==> src/hw/fpec_pkg.sv <==
// shared constants of the flash program/erase controller
package fpec_pkg;
   // apb register offsets (byte addresses)
   localparam logic [7:0] OFS_KEY = 8'h00;
   localparam logic [7:0] OFS_DATA = 8'h04;
   localparam logic [7:0] OFS_PAGE = 8'h08;
   localparam logic [7:0] OFS_ROW = 8'h0c;
   localparam logic [7:0] OFS_COL = 8'h10;
   localparam logic [7:0] OFS_PGCTL = 8'h14;
   localparam logic [7:0] OFS_STAT = 8'h18;
   localparam logic [7:0] OFS_FDIV = 8'h1c;
   localparam logic [7:0] OFS_PROT = 8'h20;
   // program_control_reg fields
   localparam int PGC_BURST = 0;
   localparam int PGC_PAGE_ERASE = 1;
   localparam int PGC_MASS_ERASE = 2;
   localparam int PGC_INFO_SEL = 3;
   // status fields
   localparam int ST_DONE = 0;
   localparam int ST_ROW_TO = 1;
   localparam int ST_PROT_ERR = 2;
   localparam int ST_BUSY = 3;
   localparam int ST_HV = 4;
   localparam int ST_UNLOCKED = 5;
   // array geometry
   localparam int PAGE_W = 7;
   localparam int ROW_W = 3;
   localparam int COL_W = 7;
   localparam int ADDR_W = PAGE_W + ROW_W + COL_W;
   localparam logic [COL_W-1:0] LAST_COL = 7'h7f;
   // values
   localparam logic [7:0] KEY_FIRST = 8'hb6;
   localparam logic [7:0] KEY_SECOND = 8'h49;
   localparam logic [7:0] PROT_RST = 8'hff;
   localparam logic [7:0] FDIV_RST = 8'h01;
   localparam logic [7:0] ERASED_VAL = 8'hff;
   // times and their cycle counts at 125 MHz
   localparam int CLK_NS = 8;
   localparam int PROG_MIN_NS = 66000;
   localparam int BURST_MIN_NS = 41000;
   localparam int PAGE_ERASE_NS = 10000000;
   localparam int MASS_ERASE_NS = 200000000;
   localparam int ROW_MAX_NS = 16000000;
   localparam int PROG_CYC = (PROG_MIN_NS + CLK_NS - 1) / CLK_NS;
   localparam int BURST_CYC = (BURST_MIN_NS + CLK_NS - 1) / CLK_NS;
   localparam int PAGE_ERASE_CYC = PAGE_ERASE_NS / CLK_NS;
   localparam int MASS_ERASE_CYC = MASS_ERASE_NS / CLK_NS;
   localparam int ROW_MAX_CYC = ROW_MAX_NS / CLK_NS;
   localparam int TMR_W = 25;
   localparam int RTMR_W = 21;
   typedef enum logic [2:0] {
      FPEC_IDLE = 3'b001,
      FPEC_PROG = 3'b010,
      FPEC_ERASE = 3'b100
   } fpec_state_t;
endpackage : fpec_pkg

==> src/hw/fpec_ctrl.sv <==
// flash program/erase controller with apb registers and memory port
`timescale 1ns/1ps
module fpec_ctrl #(
   parameter int unsigned PROG_CYCLES = fpec_pkg::PROG_CYC,
   parameter int unsigned BURST_CYCLES = fpec_pkg::BURST_CYC,
   parameter int unsigned PAGE_ERASE_CYCLES = fpec_pkg::PAGE_ERASE_CYC,
   parameter int unsigned MASS_ERASE_CYCLES = fpec_pkg::MASS_ERASE_CYC,
   parameter int unsigned ROW_MAX_CYCLES = fpec_pkg::ROW_MAX_CYC
) (
   input wire logic pclk,
   input wire logic presetn,
   input wire logic psel,
   input wire logic penable,
   input wire logic pwrite,
   input wire logic [7:0] paddr,
   input wire logic [31:0] pwdata,
   output logic [31:0] prdata,
   output logic pready,
   output logic pslverr,
   input wire logic mem_req,
   input wire logic mem_we,
   input wire logic [16:0] mem_addr,
   input wire logic [7:0] mem_wdata,
   output logic cpu_wait,
   output logic mem_done,
   output logic [16:0] fl_addr,
   output logic fl_info,
   output logic [7:0] fl_wdata,
   output logic fl_prog,
   output logic fl_hv,
   output logic fl_erase,
   output logic fl_mass,
   output logic fl_clk_en
);
   localparam int TW = fpec_pkg::TMR_W;
   localparam int RW = fpec_pkg::RTMR_W;

   typedef struct packed {
      fpec_pkg::fpec_state_t fsm;
      logic [TW-1:0] tmr;
      logic [RW-1:0] rtmr;
      logic brun;
      logic key_arm;
      logic unlocked;
      logic [7:0] data;
      logic [fpec_pkg::PAGE_W-1:0] page;
      logic [fpec_pkg::ROW_W-1:0] row;
      logic [fpec_pkg::COL_W-1:0] col;
      logic burst_en;
      logic info_sel;
      logic [7:0] fdiv;
      logic [7:0] prot;
      logic done;
      logic row_to;
      logic prot_err;
      logic apb_pend;
      logic mem_pend;
      logic [31:0] prdata;
      logic pready;
      logic pslverr;
      logic cpu_wait;
      logic mem_done;
      logic [16:0] fl_addr;
      logic fl_info;
      logic [7:0] fl_wdata;
      logic fl_prog;
      logic fl_hv;
      logic fl_erase;
      logic fl_mass;
   } fpec_st_t;

   fpec_st_t s_q;
   fpec_st_t s_d;
   logic acc;
   logic wr_done;
   logic mem_perr;
   logic [7:0] stat_v;

   // the top three page bits pick the 16 KB block; info page has no guard
   function automatic logic is_prot(input logic [7:0] prot,
                                    input logic [6:0] page,
                                    input logic info);
      is_prot = !info && prot[page[6:4]];
   endfunction : is_prot

   ////////////////////////////////////////////////////////////////////////
   fpec_fdiv u_fdiv (
      .pclk(pclk),
      .presetn(presetn),
      .div(s_q.fdiv),
      .tick(fl_clk_en)
   );

   assign acc = psel && penable && !s_q.pready;
   assign stat_v = {2'b00, s_q.unlocked, s_q.fl_hv,
                    s_q.fsm != fpec_pkg::FPEC_IDLE || s_q.brun,
                    s_q.prot_err, s_q.row_to, s_q.done};

   ////////////////////////////////////////////////////////////////////////
   always_comb begin
      s_d = s_q;
      s_d.pready = 1'b0;
      s_d.pslverr = 1'b0;
      s_d.mem_done = 1'b0;
      wr_done = 1'b0;
      mem_perr = 1'b0;
      // memory port first: it owns the array when both ask at once
      if (mem_req && !s_q.mem_pend && !s_q.mem_done) begin
         if (!mem_we) begin
            if (s_q.fsm == fpec_pkg::FPEC_ERASE) begin
               s_d.cpu_wait = 1'b1;
            end else begin
               s_d.cpu_wait = 1'b0;
               s_d.mem_done = 1'b1;
            end
         end else if (s_q.fsm == fpec_pkg::FPEC_IDLE && !s_q.brun) begin
            if (is_prot(s_q.prot, mem_addr[16:10], 1'b0)) begin
               // applied after the status clear so that the set wins
               mem_perr = 1'b1;
               s_d.cpu_wait = 1'b0;
               s_d.mem_done = 1'b1;
            end else begin
               // one byte only, burst control is ignored here
               s_d.fsm = fpec_pkg::FPEC_PROG;
               s_d.tmr = TW'(PROG_CYCLES - 1);
               s_d.fl_addr = mem_addr;
               s_d.fl_info = 1'b0;
               s_d.fl_wdata = mem_wdata;
               s_d.fl_prog = 1'b1;
               s_d.fl_hv = 1'b1;
               s_d.mem_pend = 1'b1;
               s_d.cpu_wait = 1'b1;
            end
         end else begin
            s_d.cpu_wait = 1'b1;
         end
      end
      // register bus
      if (acc && pwrite && paddr == fpec_pkg::OFS_DATA) begin
         // stays in the access phase until the array is free
         if (!s_q.apb_pend && s_q.fsm == fpec_pkg::FPEC_IDLE &&
             s_d.fsm == fpec_pkg::FPEC_IDLE) begin
            s_d.data = pwdata[7:0];
            wr_done = 1'b1;
            if (is_prot(s_q.prot, s_q.page, s_q.info_sel)) begin
               s_d.prot_err = 1'b1;
               s_d.pready = 1'b1;
               s_d.pslverr = 1'b1;
            end else begin
               s_d.fsm = fpec_pkg::FPEC_PROG;
               s_d.tmr = s_q.burst_en ? TW'(BURST_CYCLES - 1)
                                      : TW'(PROG_CYCLES - 1);
               s_d.fl_addr = {s_q.page, s_q.row, s_q.col};
               s_d.fl_info = s_q.info_sel;
               s_d.fl_wdata = pwdata[7:0];
               s_d.fl_prog = 1'b1;
               s_d.fl_hv = 1'b1;
               s_d.brun = s_q.burst_en;
               s_d.apb_pend = 1'b1;
            end
         end
      end else if (acc && pwrite) begin
         s_d.pready = 1'b1;
         wr_done = 1'b1;
         unique case (paddr)
            fpec_pkg::OFS_KEY: ;
            fpec_pkg::OFS_PAGE: s_d.page = pwdata[6:0];
            fpec_pkg::OFS_ROW: s_d.row = pwdata[2:0];
            fpec_pkg::OFS_COL: s_d.col = pwdata[6:0];
            fpec_pkg::OFS_PGCTL: begin
               s_d.burst_en = pwdata[fpec_pkg::PGC_BURST];
               s_d.info_sel = pwdata[fpec_pkg::PGC_INFO_SEL];
               if (s_q.fsm == fpec_pkg::FPEC_IDLE && !s_q.brun &&
                   s_d.fsm == fpec_pkg::FPEC_IDLE) begin
                  if (pwdata[fpec_pkg::PGC_MASS_ERASE]) begin
                     if (|s_q.prot) begin
                        s_d.prot_err = 1'b1;
                     end else begin
                        s_d.fsm = fpec_pkg::FPEC_ERASE;
                        s_d.tmr = TW'(MASS_ERASE_CYCLES - 1);
                        s_d.fl_mass = 1'b1;
                        s_d.fl_info = 1'b1;
                        s_d.fl_erase = 1'b1;
                        s_d.fl_wdata = fpec_pkg::ERASED_VAL;
                     end
                  end else if (pwdata[fpec_pkg::PGC_PAGE_ERASE]) begin
                     if (is_prot(s_q.prot, s_q.page,
                                 pwdata[fpec_pkg::PGC_INFO_SEL])) begin
                        s_d.prot_err = 1'b1;
                     end else begin
                        // page is the smallest unit erased
                        s_d.fsm = fpec_pkg::FPEC_ERASE;
                        s_d.tmr = TW'(PAGE_ERASE_CYCLES - 1);
                        s_d.fl_addr = {s_q.page, 10'h000};
                        s_d.fl_info = pwdata[fpec_pkg::PGC_INFO_SEL];
                        s_d.fl_erase = 1'b1;
                        s_d.fl_wdata = fpec_pkg::ERASED_VAL;
                     end
                  end
               end
            end
            fpec_pkg::OFS_STAT: begin
               if (pwdata[fpec_pkg::ST_DONE]) s_d.done = 1'b0;
               if (pwdata[fpec_pkg::ST_ROW_TO]) s_d.row_to = 1'b0;
               if (pwdata[fpec_pkg::ST_PROT_ERR]) s_d.prot_err = 1'b0;
            end
            fpec_pkg::OFS_FDIV: begin
               if (s_q.unlocked) s_d.fdiv = pwdata[7:0];
               s_d.unlocked = 1'b0;
            end
            fpec_pkg::OFS_PROT: begin
               s_d.prot = s_q.unlocked ? pwdata[7:0]
                                       : fpec_pkg::PROT_RST;
               s_d.unlocked = 1'b0;
            end
            default: s_d.pslverr = 1'b1;
         endcase
      end else if (acc) begin
         s_d.pready = 1'b1;
         s_d.prdata = 32'h0000_0000;
         unique case (paddr)
            fpec_pkg::OFS_KEY: ;
            fpec_pkg::OFS_DATA: s_d.prdata[7:0] = s_q.data;
            fpec_pkg::OFS_PAGE: s_d.prdata[6:0] = s_q.page;
            fpec_pkg::OFS_ROW: s_d.prdata[2:0] = s_q.row;
            fpec_pkg::OFS_COL: s_d.prdata[6:0] = s_q.col;
            fpec_pkg::OFS_PGCTL: begin
               s_d.prdata[fpec_pkg::PGC_BURST] = s_q.burst_en;
               s_d.prdata[fpec_pkg::PGC_INFO_SEL] = s_q.info_sel;
            end
            fpec_pkg::OFS_STAT: s_d.prdata[7:0] = stat_v;
            fpec_pkg::OFS_FDIV: s_d.prdata[7:0] = s_q.fdiv;
            fpec_pkg::OFS_PROT: s_d.prdata[7:0] = s_q.prot;
            default: s_d.pslverr = 1'b1;
         endcase
      end
      if (mem_perr) s_d.prot_err = 1'b1;
      // unlock needs the two key values in back-to-back writes; reads pass
      if (wr_done) begin
         s_d.key_arm = paddr == fpec_pkg::OFS_KEY &&
                       pwdata[7:0] == fpec_pkg::KEY_FIRST;
         if (s_q.key_arm && paddr == fpec_pkg::OFS_KEY &&
             pwdata[7:0] == fpec_pkg::KEY_SECOND) begin
            s_d.unlocked = 1'b1;
         end
      end
      // self-timed operations
      unique case (s_q.fsm)
         fpec_pkg::FPEC_IDLE: ;
         fpec_pkg::FPEC_PROG: begin
            s_d.tmr = s_q.tmr - TW'(1);
            if (s_q.tmr == '0) begin
               s_d.fsm = fpec_pkg::FPEC_IDLE;
               s_d.fl_prog = 1'b0;
               if (s_q.brun) begin
                  s_d.col = s_q.col + 7'h01;
                  if (s_q.col == fpec_pkg::LAST_COL) begin
                     s_d.fl_hv = 1'b0;
                     s_d.brun = 1'b0;
                     s_d.burst_en = 1'b0;
                  end
               end else begin
                  s_d.fl_hv = 1'b0;
               end
               if (s_q.apb_pend) begin
                  s_d.apb_pend = 1'b0;
                  s_d.pready = 1'b1;
               end
               if (s_q.mem_pend) begin
                  s_d.mem_pend = 1'b0;
                  s_d.cpu_wait = 1'b0;
                  s_d.mem_done = 1'b1;
               end
            end
         end
         fpec_pkg::FPEC_ERASE: begin
            s_d.tmr = s_q.tmr - TW'(1);
            if (s_q.tmr == '0) begin
               s_d.fsm = fpec_pkg::FPEC_IDLE;
               s_d.fl_erase = 1'b0;
               s_d.fl_mass = 1'b0;
               s_d.done = 1'b1;
            end
         end
      endcase
      // the whole row must finish inside the cumulative limit
      if (s_q.brun) begin
         s_d.rtmr = s_q.rtmr + RW'(1);
         if (s_q.rtmr == RW'(ROW_MAX_CYCLES - 1)) begin
            s_d.brun = 1'b0;
            s_d.burst_en = 1'b0;
            s_d.fl_hv = 1'b0;
            s_d.fl_prog = 1'b0;
            s_d.row_to = 1'b1;
            s_d.fsm = fpec_pkg::FPEC_IDLE;
            // a byte taken in this very cycle must be answered as well
            if (s_d.apb_pend) begin
               s_d.apb_pend = 1'b0;
               s_d.pready = 1'b1;
               s_d.pslverr = 1'b1;
            end
         end
      end else begin
         s_d.rtmr = '0;
      end
   end

   always_ff @(posedge pclk or negedge presetn) begin
      if (!presetn) begin
         s_q <= '0;
         s_q.fsm <= fpec_pkg::FPEC_IDLE;
         s_q.fdiv <= fpec_pkg::FDIV_RST;
         s_q.prot <= fpec_pkg::PROT_RST;
      end else begin
         s_q <= s_d;
      end
   end

   assign prdata = s_q.prdata;
   assign pready = s_q.pready;
   assign pslverr = s_q.pslverr;
   assign cpu_wait = s_q.cpu_wait;
   assign mem_done = s_q.mem_done;
   assign fl_addr = s_q.fl_addr;
   assign fl_info = s_q.fl_info;
   assign fl_wdata = s_q.fl_wdata;
   assign fl_prog = s_q.fl_prog;
   assign fl_hv = s_q.fl_hv;
   assign fl_erase = s_q.fl_erase;
   assign fl_mass = s_q.fl_mass;
endmodule : fpec_ctrl

==> src/hw/fpec_fdiv.sv <==
// flash controller clock enable divider
`timescale 1ns/1ps
module fpec_fdiv (
   input wire logic pclk,
   input wire logic presetn,
   input wire logic [7:0] div,
   output logic tick
);
   typedef struct packed {
      logic [7:0] cnt;
      logic tick;
   } fpec_div_t;
   fpec_div_t s_q;
   fpec_div_t s_d;

   always_comb begin
      s_d = s_q;
      s_d.tick = 1'b0;
      // a divider of zero behaves as one
      if (s_q.cnt + 8'h01 >= div) begin
         s_d.cnt = 8'h00;
         s_d.tick = 1'b1;
      end else begin
         s_d.cnt = s_q.cnt + 8'h01;
      end
   end

   always_ff @(posedge pclk or negedge presetn) begin
      if (!presetn) begin
         s_q <= '0;
      end else begin
         s_q <= s_d;
      end
   end

   assign tick = s_q.tick;
endmodule : fpec_fdiv

==> config.mk <==
export PLATFORM = sky130hd
export DESIGN_NAME = fpec_ctrl
export DESIGN_NICKNAME = d
export VERILOG_FILES = /design/src/hw/fpec_pkg.sv /design/src/hw/fpec_ctrl.sv /design/src/hw/fpec_fdiv.sv
export SDC_FILE = /design/constraint.sdc
export NUM_CORES = 1
export LEC_CHECK = 0
export ABC_CLOCK_PERIOD_IN_PS = 3100
export BUFFER_PORTS_ARGS = -buffer_cell sky130_fd_sc_hd__buf_2
export CORE_ASPECT_RATIO = 0.75
export CORE_UTILIZATION = 32
export CTS_CLUSTER_DIAMETER = 100
export DETAILED_ROUTE_END_ITERATION = 8
export GPL_TIMING_DRIVEN = 0
export HOLD_SLACK_MARGIN = 0.08
export PLACE_DENSITY_LB_ADDON = 0.1
export SLEW_MARGIN = 10
export SYNTH_ARGS = -nofsm -noshare
export SYNTH_HDL_FRONTEND = slang
export SYNTH_SLANG_ARGS = --single-unit
==> constraint.sdc <==
create_clock -name pclk -period 3.1 [get_ports pclk]
set_input_delay 0.62 -clock pclk [delete_from_list [all_inputs] [get_ports pclk]]
set_output_delay 0.62 -clock pclk [all_outputs]
set_load 0.1 [all_outputs]
[Word-level counts from Yosys, hierarchy flattened]
Cells that the tools add are included.
Operators by class
  order comparisons: 3
  reductions and logical operators: 40
  muxes and demuxes: 152
  bitwise logic cells: 2
  equal/unequal tests: 24
  add/sub/neg operators: 4
Operators with widths (number)
  $mux 28: 20
  $mux 26: 6
  $mux 29: 3
  $mux 1: 67
  $mux 8: 8
  $mux 2: 29
  $eq 8x5->1 const B: 4
  $mux 30: 1
  $mux 27: 1
  $logic_not 25->1: 1
  $sub 25x1->25 const B: 1
  $add 21x1->21 const B: 1
  $eq 21x21->1 const B: 1
  $mux 21: 1
  $mux 9: 2
  $pmux 3 s6: 1
  $mux 17: 1
  $eq 8x4->1 const B: 2
  $reduce_or 8->1: 2
  $logic_and 1x1->1: 15
  $ne 5x5->1 const B: 3
  $reduce_and 3->1: 5
  $mux 14: 1
  $pmux 2 s7: 1
  other kinds (33): 48
Word-level totals
  flip-flop bits (word level): 151
  output and inout port bits: 67

[Logic depth before layout (Yosys ltp)]
  word-level depth: 18
  mapped depth: 9
  gate-level depth less buffers: 8

[By module]
From an unflattened synthesis, not the netlist that was laid out.
Second synthesis, totals
  cells, all modules: 907
  area total of the unflattened synthesis: 8633.3 µm²
Modules (own cells, without submodules)
  fpec_ctrl: seq. area each 3565.9 µm², instances 1, area each 7998.9 µm², cells an instance 850
  fpec_fdiv: seq. area each 225.2 µm², instances 1, area each 634.4 µm², cells an instance 57

[Worst setup path after synthesis]
Ideal clock, no wire load.
  path type: reg2reg
  from: register s_q (netlist bit mem_done)
  to: register s_q[155] (netlist bit)
  arrival: 2.344 ns
  slack: 0.630 ns
  stages on the path, launching flop included: 8
  required time: 2.974 ns
  cell sequence: dfrtp_1 > nor3b_1 > nand3_2 > nand2b_1 > clkbuf_1 > nand4_1 > nand2_1 > a221o_1
RTL lines
  from (decl): RTL line fpec_ctrl.sv:72  | fpec_st_t s_q;

==> flow_summary.yaml <==
clocking:
  h-tree-depth: 4
  clk_root_buffer_cell: "clkbuf_16"
  cts.sinks: 151
  cts_tree: "yes"
  cts_buffer_depth: 2
  clk_latency_ps: 440
  numCtsBuffers: 17
  clk_pin_slew_ps: 70
  cts_hold_buf: 0
power:
  vdd_drop_max_v: 0.0003778
  leakage_nw: 4.739
  power_w: 0.004755
  powerDensity_mw_per_mm2: 462.0
synthesis:
  synth_top_cell_area_share_pct: 40.51
  synth.distinct_cells: 82
  synthesis.area_mm2: 0.008711
  syn_avg_cell_area_um2: 9.510
  synthArstFlopShare_pct: 100.0
  synth_commonest_cells: "141 x dfrtp_1, 96 x nor2_1, 88 x nand2_1, 58 x buf_4, 46 x a21oi_1"
  yosys-top-cells-area: "dfrtp_1 41%, buf_4 5.0%, nor2_1 4.1%"
  seq_area_frac_synth_pct: 43.52
  synth_most_common_cell: "dfrtp_1"
  ys_warn_count: 0
  yosys.area.top_type: "dfrtp_1"
  synth-main-ff-cell: "dfrtp_1"
  synth_cells: 916
  synth_edf_count: 0
  synth_seq_cells: 151
sta:
  hold_violations: 0
  min_period_ps: 2919
  timing.fmax_ghz: 0.3426
  period_share_pct: 94.16
  tightest_slew_ps: 1083
  grt_setup_unrepaired: "false"
  worst_clock_skew_ps: 14.45
  max_slew_margin_pct: 27.20
  final_max_slew_viol_count: 0
  fin_ws_ps: 181.0
  setup_viol: 0
global_routing:
  grt_pass1_vias: 6939
  grt_use_total_pct: 20.56
  antenna_found_initial: 0
  grt_max_degree: 96
  grt_overflow: 0
  grt_pass1_wl_mm: 42.45
routing:
  drtAntennaViolNets: 0
  first_iter_violations: 522
  drc_errors: 17
  routed_wl_mm: 27.41
  via_count: 7338
  first_pass_iters: 9
  viasPerCell: 5.223
  wl_per_cell_um: 19.51
final_layout:
  syn2layout_area_growth_pct: 18.16
  seq_area_mm2: 0.003791
  antenna_cells: 0
  multiInputGateArea_mm2: 0.004330
  fillers: 2711
  final_nets: 1132
  instances_no_fill: 1405
  layout-drive-gt1-share_pct: 22.81
setup_path:
  crit_type: "input pin to register"
  r2r_cells: 7
  endpoint_kind: "register"
  cpPeakStageDelay_ps: 600
  cp_slowest_cell: "mux4_1"
  r2r-end: "s_q[155]"
  path_max_fanout: 10
  rr_startpoint: "s_q[74]"
  startpoint_type: "input pin"
  path_cells: "buf_2 -> mux4_1 -> mux2i_1 -> nand2b_1 -> clkbuf_1 -> nand4_1 -> nand2_1 -> a221o_1"
  worstPathArrival_ps: 3240
  required_ps: 3420
  reg2reg_slack_ps: 190
placed_design:
  place_hpwl_mm: 20.31
  gp_congestion: 0.8480
  placed_cells: 1373
  port_buffers: 89
  dpl_worst_slack_ps: -233.0
min_path:
  min_path_type: "input pin to async pin"
floorplanning:
  die_w_um: 192.5
  die_h_um: 144.9
  rows: 51
  initial_core_util_pct: 33.05
  pin_count: 139
  dieArea_mm2: 0.02789
  core_area_mm2: 0.02635
status:
  violations: "DRC"
  status: "finished with violations"
run:
  drv_cap: 0
## registers in the layout, indices dropped and copies added, names as in the netlist
name / count
fl_mass: 1
u_fdiv.s_q: 8
fl_hv: 1
fl_prog: 1
cpu_wait: 1
fl_info: 1
u_fdiv.tick: 1
s_q: 100
prdata: 8
fl_erase: 1
fl_addr: 17
fl_wdata: 8
pready: 1
pslverr: 1
mem_done: 1
## routing by layer
layer	vias to the layer above	global-route usage (%)	part of all wire (%)
met5	-	0	0
met4	0	5.015	0.89
met3	17	4.172	6.5
met2	239	27.11	39
met1	3591	33.00	54
li1	3491	-	-
## metrics by stage
| step | hold WS, ps | area, um^2 | setup TNS, ps | utilization [%] |
|---|---|---|---|---|
| 6_report | 101.7 | 10290 | 0 | 39.05 |
| 3_5_place_dp | 466.0 | 9711 | -6134 | 36.85 |
| 5_1_grt | 129.2 | 10290 | 0 | 39.05 |
| 2_1_floorplan | 324.4 | 8797 | 0 | - |
| 3_3_place_gp | 462.4 | 9673 | -167270 | 36.70 |
| 4_1_cts | 120.9 | 10290 | 0 | 39.03 |
## how the worst max path moves through the flow
stage | cells after the start | endpoint | startpoint
2_1_floorplan | 7 | s_q[155] | mem_done
3_3_place_gp | 1 | u_fdiv.s_q[7] | presetn
3_5_place_dp | 8 | s_q[155] | mem_addr[14]
4_1_cts | 8 | s_q[93] | s_q[138]
5_1_grt | 8 | fl_addr[2] | paddr[4]
6_report | 8 | s_q[155] | mem_addr[14]
## cells in the final DEF (no fill, tap or decap), types with 5 or more instances in the layout
cell       synthesis  final
a211o_1            6      6
a22oi_1           11     11
mux2i_1           23     23
o21ai_0           39     39
a21boi_0           7      7
mux2_2            22     22
xor2_1            22     22
and4_1             7      7
o21ai_1           10     10
xnor2_1            7      7
nand4_1           11     11
nand2_1           88     88
and2_1             9      9
nor2_1            96     96
buf_4             58     58
nand2b_1           8      8
nor2b_1           11     11
clkinv_2           0      5
nand3b_1           5      5
dfrtp_1          141    141
a31oi_1           12     12
nor3_1            22     22
and3_1            19     19
ha_1              12     12
a21o_1            10     10
nand3_1           27     27
inv_1             20     20
clkbuf_16          0     17
nor4_1             6      6
conb_1             1     24
o21a_1             7      7
o22ai_1           18     18
mux4_1             5      5
clkbuf_1          25     30
a21oi_1           46     46
buf_2              8     96
dfstp_2           10     10
o211ai_1           5      5
## area by class of cell
cell class,count,area share (%)
tap,344,4.182
buffer,95,5.896
clock buffer,22,4.316
sequential,151,36.83
inverter,20,0.7294
timing repair buffer,90,4.692
multi-input combinational,673,42.07
clock inverter,10,1.276
## worst max-delay path, delay by kind of cell
family / cells / cell delay, ps
AO/OA/AOI/OAI: 1 / 300
buffers and inverters: 2 / 500
multiplexers: 2 / 1170
AND/OR/NAND/NOR: 3 / 660
## power by group
part / leakage, nW / internal [W] / switching (W) / total, W
clock network: 0.282 / 0.00126 / 0.000834 / 0.00209
registers: 1.97 / 0.00201 / 0.0000326 / 0.00204
logic: 2.48 / 0.000138 / 0.000481 / 0.000619
## kinds of logic after synthesis
family | Yosys count | share of synthesized area (%)
flops | 151 | 43.52
xor+xnor | 29 | 2.916
other cells | 1 | 0.04305
fa+ha+maj | 12 | 1.724
compound gates | 207 | 15.36
mux | 53 | 7.685
simple gates | 348 | 20.93
buf+inv | 115 | 7.828
## what timing repair did
item	in CTS	in global routing
setup endpoints to repair	0	12
resized for setup	0	1
setup buffers	0	0
No activity file was read; power rests on OpenSTA's default activity.
